<file path="src/fsr_defines.vh">
// constants of the flash status register block: opcodes, bit positions, reset values
// assumes inclusion by bare name from the design files
`ifndef FSR_DEFINES_VH
`define FSR_DEFINES_VH

// serial opcodes and confirmation byte
`define FSR_OP_READ_STATUS 8'h05
`define FSR_OP_WRITE_ONE 8'h01
`define FSR_OP_WRITE_TWO 8'h31
`define FSR_OP_WRITE_ENABLE 8'h06
`define FSR_OP_WRITE_DISABLE 8'h04
`define FSR_OP_SOFT_RESET 8'hF0
`define FSR_RESET_CONFIRM 8'hD0

// status byte one fields
`define FSR_B1_LOCK 7
`define FSR_B1_ERROR 5
`define FSR_B1_WP 4
`define FSR_B1_SWP_HI 3
`define FSR_B1_SWP_LO 2
`define FSR_B1_WEL 1
`define FSR_B1_BUSY 0

// status byte two fields
`define FSR_B2_RESET_ENABLE 4
`define FSR_B2_SLE 3
`define FSR_B2_PS 2
`define FSR_B2_ES 1
`define FSR_B2_BUSY 0

// global protect field of the byte one write data
`define FSR_GLOBAL_HI 5
`define FSR_GLOBAL_LO 2

// protection summary codes
`define FSR_SWP_NONE 2'h0
`define FSR_SWP_SOME 2'h1
`define FSR_SWP_ALL 2'h3

// reset values
`define FSR_RST_LOCK 1'b0
`define FSR_RST_ERROR 1'b0
`define FSR_RST_WEL 1'b0
`define FSR_RST_RESET_ENABLE 1'b0
`define FSR_RST_SLE 1'b0
// synchroniser reset levels {cs_n, sclk, si, wp_n}: deselected, wp released
`define FSR_RST_PINS 4'hD

`endif

</file>
<file path="src/fsr_status.v">
// two-byte status register of a serial flash with its own serial command decode
// assumes spi mode 0 or 3 pins, engine signals on mclk_in, rst_in acting as power-up
`timescale 1ns/1ps
`default_nettype none
`include "fsr_defines.vh"

module fsr_status (
  // clock and reset
  input wire mclk_in,
  input wire rst_in,
  // serial pins
  input wire cs_n_in,
  input wire sclk_in,
  input wire si_in,
  input wire wp_n_in,
  output wire so_out,
  output wire so_oe_out,
  // state from the program, erase and protection engines
  input wire busy_in,
  input wire prog_susp_in,
  input wire erase_susp_in,
  input wire any_prot_in,
  input wire all_prot_in,
  input wire op_end_in,
  input wire op_fail_in,
  input wire op_abort_in,
  input wire wtype_opcode_in,
  input wire wtype_end_in,
  input wire hold_abort_in,
  input wire freeze_done_in,
  // permissions and requests to the engines
  output wire write_allowed_out,
  output wire protect_allowed_out,
  output wire lockdown_allowed_out,
  output reg soft_reset_out,
  output reg global_req_out,
  output reg [3:0] global_bits_out,
  // status bits
  output wire [7:0] status_one_out,
  output wire [7:0] status_two_out
);

  // pin synchronisers
  wire [3:0] pins_s;
  wire cs_n_s;
  wire sclk_s;
  wire si_s;
  wire wp_n_s;

  fsr_sync #(
    .WIDTH(4)
  ) u_sync (
    .mclk_in(mclk_in),
    .rst_in(rst_in),
    .async_in({cs_n_in, sclk_in, si_in, wp_n_in}),
    .rst_val_in(`FSR_RST_PINS),
    .sync_out(pins_s)
  );

  assign cs_n_s = pins_s[3];
  assign sclk_s = pins_s[2];
  assign si_s = pins_s[1];
  assign wp_n_s = pins_s[0];

  // edge detection on synchronised levels
  reg cs_n_prev_q;
  reg sclk_prev_q;
  wire frame_end;
  wire sclk_rise;
  wire sclk_fall;

  assign frame_end = cs_n_s & ~cs_n_prev_q;
  assign sclk_rise = ~cs_n_s & sclk_s & ~sclk_prev_q;
  assign sclk_fall = ~cs_n_s & ~sclk_s & sclk_prev_q;

  // serial input state
  reg [2:0] bit_idx_q;
  reg [1:0] byte_cnt_q;
  reg [7:0] shift_q;
  reg [7:0] opcode_q;
  reg [7:0] data_q;
  wire [7:0] shift_next;
  wire aligned;
  wire opcode_full;
  wire data_full;

  assign shift_next = {shift_q[6:0], si_s};
  assign aligned = (bit_idx_q == 3'h0);
  assign opcode_full = (byte_cnt_q != 2'h0);
  assign data_full = (byte_cnt_q[1] == 1'b1);

  // status bits
  reg protect_lock_q;
  reg program_error_flag_q;
  reg write_enable_latch_q;
  reg reset_enable_q;
  reg lockdown_enable_q;
  reg frozen_q;
  reg [1:0] software_protect_summary;

  always @* begin
    if (all_prot_in) begin
      software_protect_summary = `FSR_SWP_ALL;
    end else if (any_prot_in) begin
      software_protect_summary = `FSR_SWP_SOME;
    end else begin
      software_protect_summary = `FSR_SWP_NONE;
    end
  end

  // byte one: lock, unused, error, wp level, summary, latch, busy
  assign status_one_out = {protect_lock_q, 1'b0, program_error_flag_q, wp_n_s,
    software_protect_summary, write_enable_latch_q, busy_in};
  // byte two: unused top bits read zero
  assign status_two_out = {3'h0, reset_enable_q, lockdown_enable_q,
    prog_susp_in, erase_susp_in, busy_in};

  // permissions seen by the engines
  assign write_allowed_out = write_enable_latch_q;
  assign protect_allowed_out = write_enable_latch_q & ~protect_lock_q;
  assign lockdown_allowed_out = write_enable_latch_q & lockdown_enable_q;

  // frame end decisions; commands act only on whole bytes, but a status write clears the latch at any frame end after its opcode
  wire end_ok;
  wire do_wren;
  wire do_wrdi;
  wire do_wr_one;
  wire do_wr_two;
  wire do_reset;
  wire wr_cmd_seen;
  wire lock_refused;

  assign end_ok = frame_end & aligned;
  assign do_wren = end_ok & (opcode_q == `FSR_OP_WRITE_ENABLE) & (byte_cnt_q == 2'h1);
  assign do_wrdi = end_ok & (opcode_q == `FSR_OP_WRITE_DISABLE) & (byte_cnt_q == 2'h1);
  assign do_wr_one = end_ok & data_full & write_enable_latch_q &
    (opcode_q == `FSR_OP_WRITE_ONE);
  assign do_wr_two = end_ok & data_full & write_enable_latch_q &
    (opcode_q == `FSR_OP_WRITE_TWO);
  assign do_reset = end_ok & data_full & reset_enable_q &
    (opcode_q == `FSR_OP_SOFT_RESET) & (data_q == `FSR_RESET_CONFIRM);
  // a status write whose opcode arrived, whether it completes or aborts
  assign wr_cmd_seen = frame_end & opcode_full &
    ((opcode_q == `FSR_OP_WRITE_ONE) | (opcode_q == `FSR_OP_WRITE_TWO));
  // clearing the lock while wp is asserted drops the whole write
  assign lock_refused = ~wp_n_s & protect_lock_q & ~data_q[`FSR_B1_LOCK];

  // serial receive
  always @(posedge mclk_in) begin
    if (rst_in) begin
      cs_n_prev_q <= 1'b1;
      sclk_prev_q <= 1'b0;
      bit_idx_q <= 3'h0;
      byte_cnt_q <= 2'h0;
      shift_q <= 8'h00;
      opcode_q <= 8'h00;
      data_q <= 8'h00;
    end else begin
      cs_n_prev_q <= cs_n_s;
      sclk_prev_q <= sclk_s;
      if (cs_n_s) begin
        bit_idx_q <= 3'h0;
        if (!frame_end) begin
          byte_cnt_q <= 2'h0;
          opcode_q <= 8'h00;
        end
      end else if (sclk_rise) begin
        shift_q <= shift_next;
        bit_idx_q <= bit_idx_q + 3'h1;
        if (bit_idx_q == 3'h7) begin
          // bytes past the data byte are ignored
          if (byte_cnt_q == 2'h0) begin
            opcode_q <= shift_next;
          end else if (byte_cnt_q == 2'h1) begin
            data_q <= shift_next;
          end
          if (byte_cnt_q != 2'h3) begin
            byte_cnt_q <= byte_cnt_q + 2'h1;
          end
        end
      end
    end
  end

  // status bit updates
  always @(posedge mclk_in) begin
    if (rst_in) begin
      protect_lock_q <= `FSR_RST_LOCK;
      program_error_flag_q <= `FSR_RST_ERROR;
      write_enable_latch_q <= `FSR_RST_WEL;
      reset_enable_q <= `FSR_RST_RESET_ENABLE;
      lockdown_enable_q <= `FSR_RST_SLE;
      frozen_q <= 1'b0;
      soft_reset_out <= 1'b0;
      global_req_out <= 1'b0;
      global_bits_out <= 4'h0;
    end else begin
      soft_reset_out <= do_reset;
      global_req_out <= 1'b0;

      // only the lock bit of byte one is writable
      if (do_wr_one && !lock_refused) begin
        protect_lock_q <= data_q[`FSR_B1_LOCK];
        // global protect judged against the lock held before the write
        if (!protect_lock_q) begin
          global_req_out <= 1'b1;
          global_bits_out <= data_q[`FSR_GLOBAL_HI:`FSR_GLOBAL_LO];
        end
      end

      // reset_enable changes here and nowhere else; lockdown_enable also clears on freeze just below
      if (do_wr_two) begin
        reset_enable_q <= data_q[`FSR_B2_RESET_ENABLE];
        if (!frozen_q) begin
          lockdown_enable_q <= data_q[`FSR_B2_SLE];
        end
      end
      if (freeze_done_in || frozen_q) begin
        frozen_q <= 1'b1;
        lockdown_enable_q <= 1'b0;
      end

      // error flag rewritten at each end; an abort leaves it clear
      if (op_end_in) begin
        program_error_flag_q <= op_fail_in & ~op_abort_in;
      end

      // latch: enable wins over a clear in the same cycle
      if (do_wren) begin
        write_enable_latch_q <= 1'b1;
      end else if (do_wrdi || wr_cmd_seen || wtype_end_in || hold_abort_in ||
          wtype_opcode_in || do_reset) begin
        write_enable_latch_q <= 1'b0;
      end
    end
  end

  // status output stream; the host keeps clocking to poll busy
  reg rd_active_q;
  reg byte_sel_q;
  reg [2:0] out_idx_q;
  reg [7:0] out_shift_q;
  reg so_q;
  wire [7:0] fresh_byte;

  assign fresh_byte = byte_sel_q ? status_two_out : status_one_out;

  always @(posedge mclk_in) begin
    if (rst_in) begin
      rd_active_q <= 1'b0;
      byte_sel_q <= 1'b0;
      out_idx_q <= 3'h0;
      out_shift_q <= 8'h00;
      so_q <= 1'b0;
    end else if (cs_n_s) begin
      rd_active_q <= 1'b0;
      byte_sel_q <= 1'b0;
      out_idx_q <= 3'h0;
    end else begin
      // the stream opens on the rising edge that completes the opcode
      if (sclk_rise && (bit_idx_q == 3'h7) && (byte_cnt_q == 2'h0) &&
          (shift_next == `FSR_OP_READ_STATUS)) begin
        rd_active_q <= 1'b1;
      end
      // new bit on each falling edge; byte freshly captured at its start
      if (sclk_fall && rd_active_q) begin
        out_idx_q <= out_idx_q + 3'h1;
        if (out_idx_q == 3'h0) begin
          so_q <= fresh_byte[7];
          out_shift_q <= {fresh_byte[6:0], 1'b0};
        end else begin
          so_q <= out_shift_q[7];
          out_shift_q <= {out_shift_q[6:0], 1'b0};
        end
        if (out_idx_q == 3'h7) begin
          byte_sel_q <= ~byte_sel_q;
        end
      end
    end
  end

  // rule for the far side: polling until busy falls is the host's job
  assign so_out = so_q;
  assign so_oe_out = rd_active_q & ~cs_n_s;

endmodule // fsr_status

`default_nettype wire

</file>
<file path="src/fsr_sync.v">
// two flip-flop synchroniser for a group of independent pin levels
// assumes each bit is a level held far longer than one clock period
`timescale 1ns/1ps
`default_nettype none

module fsr_sync #(
  parameter WIDTH = 1
) (
  // clock and reset
  input wire mclk_in,
  input wire rst_in,
  // asynchronous levels in, synchronised levels out
  input wire [WIDTH-1:0] async_in,
  input wire [WIDTH-1:0] rst_val_in,
  output wire [WIDTH-1:0] sync_out
);

  reg [WIDTH-1:0] meta_q;
  reg [WIDTH-1:0] sync_q;

  // reset value comes from a constant at the instance
  always @(posedge mclk_in) begin
    if (rst_in) begin
      meta_q <= rst_val_in;
      sync_q <= rst_val_in;
    end else begin
      meta_q <= async_in;
      sync_q <= meta_q;
    end
  end

  assign sync_out = sync_q;

endmodule // fsr_sync

`default_nettype wire

</file>
<file path="config.mk">
export PLATFORM = sky130hd
export DESIGN_NAME = fsr_status
export DESIGN_NICKNAME = d
export VERILOG_FILES = /design/src/fsr_status.v /design/src/fsr_sync.v
export VERILOG_INCLUDE_DIRS = /design/src
export SDC_FILE = /design/constraint.sdc
export NUM_CORES = 1
export LEC_CHECK = 0
export BUFFER_PORTS_ARGS = -buffer_cell sky130_fd_sc_hd__buf_2
export CAP_MARGIN = 20
export CORE_MARGIN = 2
export CORE_UTILIZATION = 60
export DETAILED_ROUTE_END_ITERATION = 8
export GPL_TIMING_DRIVEN = 1
export PLACE_DENSITY = 0.94
export SLEW_MARGIN = 30
export SYNTH_ARGS = -nofsm -noshare
export SYNTH_HDL_FRONTEND = slang
export SYNTH_HIERARCHICAL = 1
export SYNTH_SLANG_ARGS = --single-unit
export TNS_END_PERCENT = 5
</file>
<file path="constraint.sdc">
create_clock -name mclk_in -period 3.5 [get_ports mclk_in]
set_input_delay 0.35 -clock mclk_in [delete_from_list [all_inputs] [get_ports mclk_in]]
set_output_delay 0.35 -clock mclk_in [all_outputs]
set_load 0.05 [all_outputs]
</file>
==> metrics.cfg <==
[finish]
area_growth_syn_to_layout_pct=12.1
filler_cell_count=365
nNetsFinal=352
final_cells=384
diodes=0
finalInstanceArea_sq_um=3190
drive_gt1_share_pct=21.2
fin_util_pct=68.8

[route]
wl_per_cell_um=14.5
wl_um=5570
drt.antenna.violating_nets=0
dr.first_iter.drc_count=103
drc=0
viasPerCell=5.59
vias=2146
drt_pass1_iterations=5

[critical_path]
cp_max_fo=8
r2r_cells=6
worstSetupPathType=flop to flop
reg2reg_from=bit_idx_q[0]$_SDFFE_PP0P_
cp_cell_sequence=ha_1, ha_1, nand4bb_1, or3b_1, mux2i_1, nor2_1
cp.arrival_ns=2.13
cp-end-kind=flop
critical-path-slowest-cell=or3b_1
timing.rr.end=data_q[7]$_SDFFE_PP0P_
crit_top_cell=ha_1
slowest_delay_ns=0.60
cp_data_required_time_ns=3.70
start_kind=flop
regToRegSetupSlack_ns=1.57

[clock_tree]
clk_path_buf_depth=2
cts_hold_buffers=0
cts_resized=0
cts_sinks=63
cts_htree_levels=3
cts.clk_slew.worst_paths_ns=0.06
cts_tree=done
numCtsBuffers=9
postCtsSetupBuffers=0
clock_latency_ns=0.34
cts_root_buf=clkbuf_8

[min_path]
hold_path_class=input pin to flop
hold_path.startpoint=freeze_done_in
hold_path_end=lockdown_enable_q$_SDFFE_PP0P_
whs_path_depth=2

[floorplan]
core_sq_um=4630
row_count=25
initial_core_util_pct=61.4
dieWidth_um=72.8
die_y_um=72.8
num_io_pins=45
die_area_sq_um=5300

[timing]
relSlewSlack_pct=38.5
min_period_ns=1.93
worst_pin_slew_ns=0.923
tns_ns=0
finalSetupViolCount=0
skew_ns=0.00373
min_period_over_period_pct=55.1
drv_slew=0
timing_hold_violations_final=0
grt_setup_unrepaired=false
fmax_mhz=519

[placed_design]
dpl.cell_count=368
io_buffer_count=40
placed_cell_area_sq_um=2960
place_hpwl_um=3830
place.gp.congestion=0.858

[logic_synthesis]
async_flop_share_pct=0
synthTopCellsByArea=dfxtp_1, mux2i_1, mux2_4, nor2_1, buf_4
yosysMostFrequentCell=dfxtp_1
netlist-cell-type-count=52
synth_top_flop_cell=dfxtp_1
synth-edff-count=0
avgSynthCellArea_sq_um=9.76
ys_ff_latch=63
synth_top_cell_by_area=dfxtp_1
yosysWarnings=6
syn_inst=291
yosysSeqAreaShare_pct=44.4
synth_common_cells=dfxtp_1, nor2_1, nand2_1, mux2i_1, a21oi_1
synth_area_sq_um=2840
synth_top_area_share_pct=44.4

[global_routing]
grt_pass1_wl_um=9230
grt_antenna_before_repair=0
grt_overflow_total=0
grtUsageTotal_pct=22.9
grt_pass1_vias=2056
grt_max_degree=50

[pwr]
vdd_ir_drop_max_mv=0.361
leakage_nw=1.39
power_density_nw_per_um2=487

[run]
max-cap-violations=0

[outcome]
outcome=finished clean

worst max path at each step:
stage	startpoint	to	slack (ns)	cells past startpoint
2_1_floorplan	write_allowed_out$_SDFFE_PP0P_	protect_allowed_out	1.67	1
3_3_place_gp	bit_idx_q[0]$_SDFFE_PP0P_	data_q[2]$_SDFFE_PP0P_	1.65	6
3_5_place_dp	bit_idx_q[0]$_SDFFE_PP0P_	data_q[1]$_SDFFE_PP0P_	1.57	6
4_1_cts	bit_idx_q[0]$_SDFFE_PP0P_	data_q[1]$_SDFFE_PP0P_	1.56	6
5_1_grt	bit_idx_q[0]$_SDFFE_PP0P_	global_bits_out[0]$_SDFFE_PP0P_	1.40	6
6_report	bit_idx_q[0]$_SDFFE_PP0P_	data_q[7]$_SDFFE_PP0P_	1.57	6
metal layers:
layer  GRT usage [%]  part of all wire [%]
met5               0                     0
met4            12.3                   1.5
met3            5.11                   6.8
met2            38.9                    49
met1            26.8                    43
kinds of logic (layout without fill, tap and decap cells):
kind of cell	Yosys count	in the layout	share of synthesized area (%)
xor gates and xnor gates	3	3	0.925
muxes	29	29	11.7
buffers and inverters	34	63	7.44
AOI/OAI and AO/OA	40	40	9.34
DFF	63	63	44.4
other	2	12	0.264
and+or+nand+nor	111	111	22.0
adders and majority gates	9	9	3.96
worst max-delay path, delay by kind of cell (launching register included):
family | cells | cell delay [ns]
muxes | 1 | 0.24
DFF | 1 | 0.37
and+or+nand+nor | 3 | 0.82
adders and majority gates | 2 | 0.35
cell type report:
cell class	instances	area, sq um	area share, %
Sequential cell	63	1260	39.6
Inverter	7	26.3	0.825
Multi-Input combinational cell	204	1410	44.1
Tap cell	54	67.6	2.12
Timing Repair Buffer	40	200	6.28
Clock inverter	3	65.1	2.04
Clock buffer	13	159	4.99
per-stage QoR:
stage	hold WS [ns]	total power [mW]	setup WS (ns)
floorplan	0.399	0.846	1.67
global placement	0.405	0.857	1.65
detailed placement	0.418	0.860	1.57
CTS	0.174	1.56	1.56
global route	0.199	1.60	1.40
finish	0.182	1.55	1.57
cells in the final DEF (no fill, tap or decap), types with 3 or more instances in the layout:
cell / instances
nand2_1: 21
a21oi_1: 16
ha_1: 9
nor2b_1: 5
o211ai_1: 5
and3_1: 5
nand3b_1: 4
conb_1: 12
nor4_1: 4
buf_2: 40
a311oi_1: 3
dfxtp_1: 63
o21ai_0: 5
nand3_1: 9
inv_1: 6
clkbuf_8: 11
a22o_1: 8
and2_1: 3
mux2_4: 8
mux2i_1: 20
nand2b_1: 4
nor2_1: 32
power by group:
part	switching [mW]	internal [mW]	total (mW)	leakage, nW
combinational	0.0643	0.0386	0.103	0.762
clock	0.268	0.439	0.707	0.114
sequential	0.0119	0.730	0.742	0.512
registers in the layout, summed over array words and instances, names as in the netlist, 2 cells and up:
signal	flops
out_shift_q	7
byte_cnt_q	2
global_bits_out	4
shift_q	7
u_sync/sync_out	4
out_idx_q	3
u_sync/meta_q	4
data_q	8
opcode_q	8
bit_idx_q	3
Power figures use the tool's default switching activity.
